$ cat src/pkg/asf_consts.vh
// Notes on behaviour
// - take a new sample each sample clock rise
// - dither control low off, high on
// - idle-set off: sync with repeated K28.5
// - idle-set on: K28.5 then D5.6/D16.2
// - two rate bits select sample-rate range
// - both power-down bits high shut down
// - sync request low at two frame ticks starts sync
// - frame marker sends a last group of FC as K28.7
// - pattern bits send test pattern instead
// - whitening uses 1+x^14+x^15 before encoding
// - top-bit flip inverts sample msb
// - commas start three frames after request
// - data resumes two frames after release
// - one sample is two octet code-groups
// - twenty line bits per sample period
`ifndef ASF_CONSTS_VH
`define ASF_CONSTS_VH

// apb register byte offsets
`define ASF_ADDR_CTRL     12'h000
`define ASF_ADDR_STATUS   12'h004
`define ASF_ADDR_W        12

// control register fields
`define ASF_CTRL_DITHER   0
`define ASF_CTRL_IDLE     1
`define ASF_CTRL_RATE_LO  2
`define ASF_CTRL_RATE_HI  3
`define ASF_CTRL_PD_LO    4
`define ASF_CTRL_PD_HI    5
`define ASF_CTRL_MARKER   6
`define ASF_CTRL_PAT_LO   7
`define ASF_CTRL_PAT_HI   8
`define ASF_CTRL_WHITEN   9
`define ASF_CTRL_FLIP     10
`define ASF_CTRL_W        11
`define ASF_CTRL_RESET    11'h000

// status register fields
`define ASF_STAT_SYNC     0
`define ASF_STAT_POWER_DOWN_PINS     1
`define ASF_STAT_OVF      2
`define ASF_STAT_UNF      3
`define ASF_STAT_LVL_LO   8

// line framing
`define ASF_FRAME_BITS    20
`define ASF_CNT_W         5
`define ASF_CNT_LAST      5'h13

// code-group octets
`define ASF_K28_5         8'hBC
`define ASF_K28_7         8'hFC
`define ASF_D5_6          8'hC5
`define ASF_D16_2         8'h50
`define ASF_MARK_MATCH    8'hFC

// test patterns
`define ASF_PAT_NORMAL    2'h0
`define ASF_PAT_CHECK     2'h1
`define ASF_PAT_RAMP      2'h2
`define ASF_PAT_CONST     2'h3
`define ASF_CHECK_A       16'h5555
`define ASF_CHECK_B       16'hAAAA
`define ASF_CONST_WORD    16'h0000

`endif

$ cat src/core/asf_framer.v
`timescale 1ns/100ps
`default_nettype none
`include "asf_consts.vh"
module asf_framer #(
  parameter DEPTH = 16,
  parameter AW    = 4
) (
  input  wire        pclk,
  input  wire        presetn,
  input  wire        psel,
  input  wire        penable,
  input  wire        pwrite,
  input  wire [11:0] paddr,
  input  wire [31:0] pwdata,
  output reg  [31:0] prdata,
  output reg         pready,
  output reg         pslverr,
  input  wire        sample_clock_pos,
  input  wire [15:0] sample_in,
  input  wire        sync_req_n,
  output reg         serial_line_out,
  output reg         dither_on,
  output reg  [1:0]  rate_range,
  output reg         shutdown
);
  reg  [`ASF_CTRL_W-1:0] ctrl_r;
  reg                    ovf_r;
  reg                    unf_r;
  reg                    sclk_d_r;
  reg  [15:0]            cap_r;
  reg                    cap_vld_r;
  reg  [`ASF_CNT_W-1:0]  bit_cnt_r;
  reg  [19:0]            shift_r;
  reg                    rd_r;
  reg  [2:0]             sreq_h_r;
  reg                    sync_r;
  reg  [14:0]            lfsr_r;
  reg  [15:0]            ramp_r;
  reg                    check_r;
  wire                   fifo_in_rdy;
  wire                   fifo_vld;
  wire [15:0]            fifo_data;
  wire [AW:0]            fifo_lvl;
  wire                   tick;
  wire                   pd;
  wire                   cap_edge;
  wire                   pop;
  wire                   sync_nxt;
  wire                   ovf_set;
  wire                   unf_set;
  wire                   wr_ovf_clr;
  wire                   wr_unf_clr;
  wire                   setup;
  wire                   hit_ctrl;
  wire                   hit_stat;
  wire [31:0]            stat_word;

  // 8b/10b encoder: returns {running disparity out, abcdei fghj}
  function [10:0] enc;
    input [7:0] d;
    input       k;
    input       rd;
    reg   [5:0] c6;
    reg   [3:0] c4;
    reg         rd6;
    reg         alt;
    integer     n;
    integer     m;
    integer     i;
    begin
      case (d[4:0])
        5'd0:  c6 = 6'b100111;
        5'd1:  c6 = 6'b011101;
        5'd2:  c6 = 6'b101101;
        5'd3:  c6 = 6'b110001;
        5'd4:  c6 = 6'b110101;
        5'd5:  c6 = 6'b101001;
        5'd6:  c6 = 6'b011001;
        5'd7:  c6 = 6'b111000;
        5'd8:  c6 = 6'b111001;
        5'd9:  c6 = 6'b100101;
        5'd10: c6 = 6'b010101;
        5'd11: c6 = 6'b110100;
        5'd12: c6 = 6'b001101;
        5'd13: c6 = 6'b101100;
        5'd14: c6 = 6'b011100;
        5'd15: c6 = 6'b010111;
        5'd16: c6 = 6'b011011;
        5'd17: c6 = 6'b100011;
        5'd18: c6 = 6'b010011;
        5'd19: c6 = 6'b110010;
        5'd20: c6 = 6'b001011;
        5'd21: c6 = 6'b101010;
        5'd22: c6 = 6'b011010;
        5'd23: c6 = 6'b111010;
        5'd24: c6 = 6'b110011;
        5'd25: c6 = 6'b100110;
        5'd26: c6 = 6'b010110;
        5'd27: c6 = 6'b110110;
        5'd28: c6 = k ? 6'b001111 : 6'b001110;
        5'd29: c6 = 6'b101110;
        5'd30: c6 = 6'b011110;
        default: c6 = 6'b101011;
      endcase
      n = 0;
      for (i = 0; i < 6; i = i + 1) begin
        n = n + c6[i];
      end
      if (rd && (n != 3 || d[4:0] == 5'd7)) begin
        c6 = ~c6;
      end
      rd6 = (n != 3) ? ~rd : rd;
      alt = k || (!rd6 && (d[4:0] == 5'd17 || d[4:0] == 5'd18 || d[4:0] == 5'd20))
               || (rd6 && (d[4:0] == 5'd11 || d[4:0] == 5'd13 || d[4:0] == 5'd14));
      case (d[7:5])
        3'd0: c4 = 4'b1011;
        3'd1: c4 = 4'b1001;
        3'd2: c4 = 4'b0101;
        3'd3: c4 = 4'b1100;
        3'd4: c4 = 4'b1101;
        3'd5: c4 = 4'b1010;
        3'd6: c4 = 4'b0110;
        default: c4 = alt ? 4'b0111 : 4'b1110;
      endcase
      m = 0;
      for (i = 0; i < 4; i = i + 1) begin
        m = m + c4[i];
      end
      if (rd6 && (m != 2 || d[7:5] == 3'd3)) begin
        c4 = ~c4;
      end else if (k && !rd6 && m == 2) begin
        c4 = ~c4;
      end
      enc = {((m != 2) ? ~rd6 : rd6), c6, c4};
    end
  endfunction

  // self-synchronous whitening, msb first: {new state, word}
  function [30:0] whiten;
    input [15:0] w;
    input [14:0] s;
    reg   [14:0] st;
    reg   [15:0] o;
    integer      i;
    begin
      st = s;
      o  = 16'h0000;
      for (i = 15; i >= 0; i = i - 1) begin
        o[i] = w[i] ^ st[13] ^ st[14];
        st   = {st[13:0], o[i]};
      end
      whiten = {st, o};
    end
  endfunction

  assign tick     = (bit_cnt_r == `ASF_CNT_LAST);
  assign pd       = ctrl_r[`ASF_CTRL_PD_HI] & ctrl_r[`ASF_CTRL_PD_LO];
  assign cap_edge = sample_clock_pos & ~sclk_d_r;
  assign pop      = tick & ~pd & ~sync_nxt & fifo_vld;
  // comma after request held two frames; data two frames after release
  assign sync_nxt = sync_r ? sreq_h_r[1] : (sreq_h_r[2] & sreq_h_r[1]);

  // sample capture stage; stalls while the fifo is full
  always @(posedge pclk or negedge presetn) begin
    if (!presetn) begin
      sclk_d_r  <= 1'b0;
      cap_r     <= 16'h0000;
      cap_vld_r <= 1'b0;
    end else begin
      sclk_d_r <= sample_clock_pos;
      if (pd) begin
        cap_vld_r <= 1'b0;
      end else if (cap_edge && (!cap_vld_r || fifo_in_rdy)) begin
        cap_r     <= sample_in;
        cap_vld_r <= 1'b1;
      end else if (fifo_in_rdy) begin
        cap_vld_r <= 1'b0;
      end
    end
  end

  asf_fifo #(
    .WIDTH (16),
    .DEPTH (DEPTH),
    .AW    (AW)
  ) u_fifo (
    .clk       (pclk),
    .rst_n     (presetn),
    .flush     (pd),
    .in_valid  (cap_vld_r),
    .in_ready  (fifo_in_rdy),
    .in_data   (cap_r),
    .out_valid (fifo_vld),
    .out_ready (pop),
    .out_data  (fifo_data),
    .level     (fifo_lvl)
  );

  // frame content selection and encoding
  reg  [15:0] word;
  reg  [30:0] wh;
  reg  [7:0]  oct0;
  reg  [7:0]  oct1;
  reg         k0;
  reg         k1;
  reg  [10:0] cg0;
  reg  [10:0] cg1;
  always @* begin
    word = fifo_data;
    wh   = {lfsr_r, fifo_data};
    oct0 = `ASF_K28_5;
    oct1 = `ASF_K28_5;
    k0   = 1'b1;
    k1   = 1'b1;
    case (ctrl_r[`ASF_CTRL_PAT_HI:`ASF_CTRL_PAT_LO])
      `ASF_PAT_NORMAL: begin
        if (ctrl_r[`ASF_CTRL_FLIP]) begin
          word[15] = ~fifo_data[15];
        end
        if (ctrl_r[`ASF_CTRL_WHITEN]) begin
          wh   = whiten(word, lfsr_r);
          word = wh[15:0];
        end
      end
      `ASF_PAT_CHECK: word = check_r ? `ASF_CHECK_B : `ASF_CHECK_A;
      `ASF_PAT_RAMP:  word = ramp_r;
      `ASF_PAT_CONST: word = `ASF_CONST_WORD;
      default:        word = fifo_data;
    endcase
    if (!sync_nxt && fifo_vld) begin
      oct0 = word[15:8];
      oct1 = word[7:0];
      k0   = 1'b0;
      k1   = 1'b0;
      if (ctrl_r[`ASF_CTRL_MARKER] && word[7:0] == `ASF_MARK_MATCH) begin
        k1 = 1'b1;
      end
    end
    cg0 = enc(oct0, k0, rd_r);
    if (sync_nxt && ctrl_r[`ASF_CTRL_IDLE]) begin
      oct1 = cg0[10] ? `ASF_D16_2 : `ASF_D5_6;
      k1   = 1'b0;
    end
    cg1 = enc(oct1, k1, cg0[10]);
  end

  // line serializer, frame timing and pattern state
  always @(posedge pclk or negedge presetn) begin
    if (!presetn) begin
      bit_cnt_r       <= {`ASF_CNT_W{1'b0}};
      shift_r         <= 20'h0_0000;
      rd_r            <= 1'b0;
      sreq_h_r        <= 3'b000;
      sync_r          <= 1'b0;
      lfsr_r          <= 15'h0000;
      ramp_r          <= 16'h0000;
      check_r         <= 1'b0;
      serial_line_out <= 1'b0;
    end else begin
      serial_line_out <= shift_r[19] & ~pd;
      if (tick) begin
        bit_cnt_r <= {`ASF_CNT_W{1'b0}};
        sreq_h_r  <= {sreq_h_r[1:0], ~sync_req_n};
        sync_r    <= sync_nxt;
        ramp_r    <= ramp_r + 16'h0001;
        check_r   <= ~check_r;
        if (pd) begin
          shift_r <= 20'h0_0000;
          rd_r    <= 1'b0;
        end else begin
          shift_r <= {cg0[9:0], cg1[9:0]};
          rd_r    <= cg1[10];
          if (pop && ctrl_r[`ASF_CTRL_WHITEN]) begin
            lfsr_r <= wh[30:16];
          end
        end
      end else begin
        bit_cnt_r <= bit_cnt_r + 1'b1;
        shift_r   <= {shift_r[18:0], 1'b0};
      end
    end
  end

  // status events; a set in the clearing cycle wins
  assign ovf_set    = cap_edge & cap_vld_r & ~fifo_in_rdy & ~pd;
  assign unf_set    = tick & ~pd & ~sync_nxt & ~fifo_vld;
  assign setup      = psel & ~penable;
  assign hit_ctrl   = (paddr == `ASF_ADDR_CTRL);
  assign hit_stat   = (paddr == `ASF_ADDR_STATUS);
  assign wr_ovf_clr = psel & penable & pwrite & hit_stat & pwdata[`ASF_STAT_OVF];
  assign wr_unf_clr = psel & penable & pwrite & hit_stat & pwdata[`ASF_STAT_UNF];
  assign stat_word  = {{(24-AW-1){1'b0}}, fifo_lvl, 4'h0, unf_r, ovf_r, pd, sync_r};

  // apb slave, zero wait states
  always @(posedge pclk or negedge presetn) begin
    if (!presetn) begin
      ctrl_r     <= `ASF_CTRL_RESET;
      ovf_r      <= 1'b0;
      unf_r      <= 1'b0;
      prdata     <= 32'h0000_0000;
      pready     <= 1'b0;
      pslverr    <= 1'b0;
      dither_on  <= 1'b0;
      rate_range <= 2'b00;
      shutdown   <= 1'b0;
    end else begin
      pready     <= 1'b1;
      dither_on  <= ctrl_r[`ASF_CTRL_DITHER];
      rate_range <= ctrl_r[`ASF_CTRL_RATE_HI:`ASF_CTRL_RATE_LO];
      shutdown   <= pd;
      ovf_r      <= ovf_set | (ovf_r & ~wr_ovf_clr);
      unf_r      <= unf_set | (unf_r & ~wr_unf_clr);
      if (psel && penable && pwrite && hit_ctrl) begin
        ctrl_r <= pwdata[`ASF_CTRL_W-1:0];
      end
      if (setup) begin
        pslverr <= ~(hit_ctrl | hit_stat);
        if (hit_ctrl) begin
          prdata <= {{(32-`ASF_CTRL_W){1'b0}}, ctrl_r};
        end else if (hit_stat) begin
          prdata <= stat_word;
        end else begin
          prdata <= 32'h0000_0000;
        end
      end
    end
  end
endmodule
`default_nettype wire

$ cat src/core/asf_fifo.v
`timescale 1ns/100ps
`default_nettype none
module asf_fifo #(
  parameter WIDTH = 16,
  parameter DEPTH = 16,
  parameter AW    = 4
) (
  input  wire             clk,
  input  wire             rst_n,
  input  wire             flush,
  input  wire             in_valid,
  output wire             in_ready,
  input  wire [WIDTH-1:0] in_data,
  output wire             out_valid,
  input  wire             out_ready,
  output wire [WIDTH-1:0] out_data,
  output wire [AW:0]      level
);
  reg [WIDTH-1:0] mem [0:DEPTH-1];
  reg [AW-1:0]    wr_r;
  reg [AW-1:0]    rd_r;
  reg [AW:0]      cnt_r;
  wire            push;
  wire            pop;

  // honest full and empty from the occupancy count
  assign in_ready  = (cnt_r != DEPTH[AW:0]);
  assign out_valid = (cnt_r != {(AW+1){1'b0}});
  assign out_data  = mem[rd_r];
  assign level     = cnt_r;
  assign push      = in_valid & in_ready;
  assign pop       = out_valid & out_ready;

  // storage write
  always @(posedge clk) begin
    if (push) begin
      mem[wr_r] <= in_data;
    end
  end

  // pointers and count
  always @(posedge clk or negedge rst_n) begin
    if (!rst_n) begin
      wr_r  <= {AW{1'b0}};
      rd_r  <= {AW{1'b0}};
      cnt_r <= {(AW+1){1'b0}};
    end else if (flush) begin
      wr_r  <= {AW{1'b0}};
      rd_r  <= {AW{1'b0}};
      cnt_r <= {(AW+1){1'b0}};
    end else begin
      if (push) begin
        wr_r <= (wr_r == DEPTH[AW-1:0] - 1'b1) ? {AW{1'b0}} : wr_r + 1'b1;
      end
      if (pop) begin
        rd_r <= (rd_r == DEPTH[AW-1:0] - 1'b1) ? {AW{1'b0}} : rd_r + 1'b1;
      end
      if (push && !pop) begin
        cnt_r <= cnt_r + 1'b1;
      end else if (pop && !push) begin
        cnt_r <= cnt_r - 1'b1;
      end
    end
  end
endmodule
`default_nettype wire

$ cat config.mk
export PLATFORM = sky130hd
export DESIGN_NAME = asf_framer
export DESIGN_NICKNAME = d
export VERILOG_FILES = /design/src/core/asf_framer.v /design/src/core/asf_fifo.v
export VERILOG_INCLUDE_DIRS = /design/src /design/src/pkg
export SDC_FILE = /design/constraint.sdc
export NUM_CORES = 1
export LEC_CHECK = 0
export BUFFER_PORTS_ARGS = -buffer_cell sky130_fd_sc_hd__buf_2
export CAP_MARGIN = 10
export CORE_MARGIN = 3
export CORE_UTILIZATION = 40
export DETAILED_ROUTE_END_ITERATION = 12
export PLACE_DENSITY_LB_ADDON = 0.15
export SYNTH_ARGS = -nofsm -noshare
export SYNTH_HDL_FRONTEND = slang
export SYNTH_SLANG_ARGS = --single-unit
$ cat constraint.sdc
create_clock -name pclk -period 13.4 [get_ports pclk]
set_input_delay 0.67 -clock pclk [delete_from_list [all_inputs] [get_ports pclk]]
set_output_delay 0.67 -clock pclk [all_outputs]
set_load 0.02 [all_outputs]
==> results.cfg <==
[die]
core_um2 = 44410
dieArea_um2 = 47810
rows = 77
fp.dieW_um = 218.6
io_pins = 106
floorplan.initialDensity_pct = 40.72
die_h_um = 218.6

[layout]
area_growth_pct = 19.59
layout-drive-gt1-share_pct = 28.83
final_area_um2 = 21630
nFillCells = 3896
multi_input_area_um2 = 7088
n_antenna_cell = 0
regArea_um2 = 10850
fin_nets = 1601
post-route-util_pct = 48.70

[yosys]
ys_seq_elements = 382
async_flop_share_pct = 32.98
syn_inst = 1322
yosysWarnings = 0
syn_area_per_cell_um2 = 13.68
synth-edff-count = 256
ys.flop_type = edfxtp_1
synth_area_um2 = 18090
ys_seq_area_share_pct = 59.93
synth.distinct_cells = 88

[sta]
fin_tns_setup_ns = -0.8859
fin_ws_ns = -0.2062
skew_ns = 0.02590
rsz0062_at_grt = yes
max_freq_mhz = 73.50
slew_viol_final = 0
worst_pin_slew_ns = 0.9609
max-slew-margin-rel_pct = 35.76
fin_crit_ns = 13.61
period_share_pct = 101.5
finalHoldViolCount = 0
finalSetupViolations = 5

[grt]
grt-ovfl-total = 0
grt_pass1_vias = 11630
grt_max_degree = 75
antenna_found_initial = 0
grt_pass1_wl_um = 69440
grt_use_total_pct = 19.09

[detailed_routing]
ant_nets = 0
detail_route.wl_per_cell_um = 20.90
dr.pass1.iters = 7
first_iter_violations = 844
wirelength_um = 44570
drcViolationCount = 0
vias = 11450
vias_per_cell = 5.371

[pwr]
vdd_drop_max_mv = 0.1036
p_leak_nw = 8.299
p_comb_share_pct = 24.0
power.density_nw_per_um2 = 161.1
seqPwrFrac_pct = 41.4
sw_frac_of_total_pct = 28.38
intPower_mw = 2.495
clockPowerShare_pct = 34.6
switchingPower_mw = 0.9889

[outcome]
status = complete, but fails checks
violations = negative setup slack

[critical_path]
crit_arrival_ns = 14.11
crit_type = reg -> reg
endpoint_kind = register
slowest_delay_ns = 0.57
start_kind = register
cp_max_fo = 8
crit_top_cell = fa_1
slowest_stage = mux4_2
cp.required_ns = 13.91

[run]
cap_violations = 0

[place]
gp_congestion = 0.8836
dp_hpwl_um = 28980
place_ws_ns = -0.4270
placed_cell_area_um2 = 19660
portBuffers = 65

[cts]
cts_buffers = 43
cts_hold_buf = 0
clock-sinks = 382
worstSkewPairLatency_ns = 0.58
cts.reportedPaths.clkPinSlew_ns = 0.06
h-tree-depth = 2
root_buffer = clkbuf_16
clockBufferDepth = 3
cts_tree = yes

[hold_path]
hold_path.class = in -> async
-- path summary, 6_finish.rpt --
kind / from / slack (ns) / end / depth (start not counted)
max: u_fifo.rd_r[0] / -0.21 / shift_r[3] / 58
max in group asynchronous: presetn / 11.90 / u_fifo.rd_r[0] / 2
min: presetn / 0.11 / prdata[5] / 1
max reg2reg: u_fifo.rd_r[0] / -0.21 / shift_r[3] / 58
min in group pclk: sample_clock_pos / 0.22 / sclk_d_r / 1
min reg2reg: ctrl_r[2] / 0.40 / rate_range[0] / 0
-- synthesized netlist by cell type (25+ instances only) --
master | n | area (um^2)
buf_4 | 25 | 187.7
xor2_1 | 31 | 271.5
clkbuf_1 | 29 | 108.9
mux2_2 | 31 | 349.1
xnor2_1 | 58 | 508.0
nand2_1 | 143 | 536.8
nand3_1 | 37 | 185.2
o21ai_0 | 58 | 290.3
nor2_1 | 65 | 244.0
a21oi_1 | 33 | 165.2
mux4_2 | 68 | 1531
inv_1 | 26 | 97.59
mux2i_1 | 28 | 280.3
dfrtp_1 | 126 | 3153
edfxtp_1 | 256 | 7687
-- power groups by stage --
stage          logic (mW)  clock network, mW  registers, mW
3_5_place_dp        0.745                  0           1.47
4_1_cts             0.796               1.24           1.44
5_1_grt             0.916               1.28           1.46
6_report            0.837               1.20           1.44
3_3_place_gp        0.734                  0           1.46
2_1_floorplan       0.530                  0           1.44
-- placed cells by master (no fill, tap or decap), types with 16 or more instances in the layout --
cell type / count
conb_1: 20
mux4_2: 68
clkbuf_16: 43
nor2_1: 59
mux2i_1: 28
buf_4: 127
o21ai_0: 55
nand2_1: 139
nand3_1: 35
buf_2: 64
and2_1: 16
xor2_1: 26
o21ai_1: 20
inv_1: 22
a21oi_1: 32
xnor2_1: 52
dfrtp_1: 124
edfxtp_1: 256
mux2_2: 31
-- area by class of cell --
cell class	count	share of cell area (%)
clock inverter	23	1.197
multi-input combinational	851	32.77
clock buffer	57	5.541
tap	592	3.424
timing repair buffer	199	6.444
inverter	28	0.4859
sequential	382	50.14
-- cells by family after synthesis --
family	count (synthesis)	synth area share [%]
DFF	382	59.93
and+or+nand+nor	355	9.332
muxes	127	11.95
adders and majority gates	29	2.380
AOI/OAI and AO/OA	228	8.661
other	2	0.04152
xor gates and xnor gates	92	4.614
buffers and inverters	107	3.092
-- worst max-delay path: cells and delay by family, from the launching register on --
family / cells / cell delay [ns]
AO/OA/AOI/OAI: 11 / 1.98
AND/OR/NAND/NOR: 16 / 3.11
flip-flops: 1 / 0.48
multiplexers: 3 / 1.22
XOR/XNOR: 4 / 0.74
buffers and inverters: 10 / 1.03
adder cells (fa/ha/maj): 14 / 4.97
-- per-stage QoR --
step	hold slack [ns]	power, mW	std cells
after floorplan	0.3696	1.968	1340
after global placement	0.3815	2.197	2022
after detailed placement	0.3912	2.214	2022
after CTS	0.1259	3.479	2121
after global routing	0.1677	3.657	2132
final	0.1125	3.484	2132
-- per-layer routing --
layer / routed length, um / vias up / track usage (%)
met4: 1315 / 0 / 6.871
met1: 19910 / 5795 / 26.04
met3: 1732 / 80 / 2.767
met2: 21600 / 246 / 31.31
li1: - / 5329 / -
met5: 0 / - / 0
-- flip-flops by register name, summed over array words and instances, names as in the netlist, 5 cells and up --
register,count
u_fifo.mem,256
shift_r,20
cap_r,16
ramp_r,16
lfsr_r,15
prdata,13
ctrl_r,11
bit_cnt_r,5
u_fifo.level,5
-- timing repair --
action | 4_1_cts | 5_1_grt
setup endpoints to repair | 5 | 5
endpoints found under the hold margin | 0 | 0
pin swaps | 19 | 34
setup buffers | 19 | 11
resized for setup | 28 | 35
(Power assumes the default switching activity.)
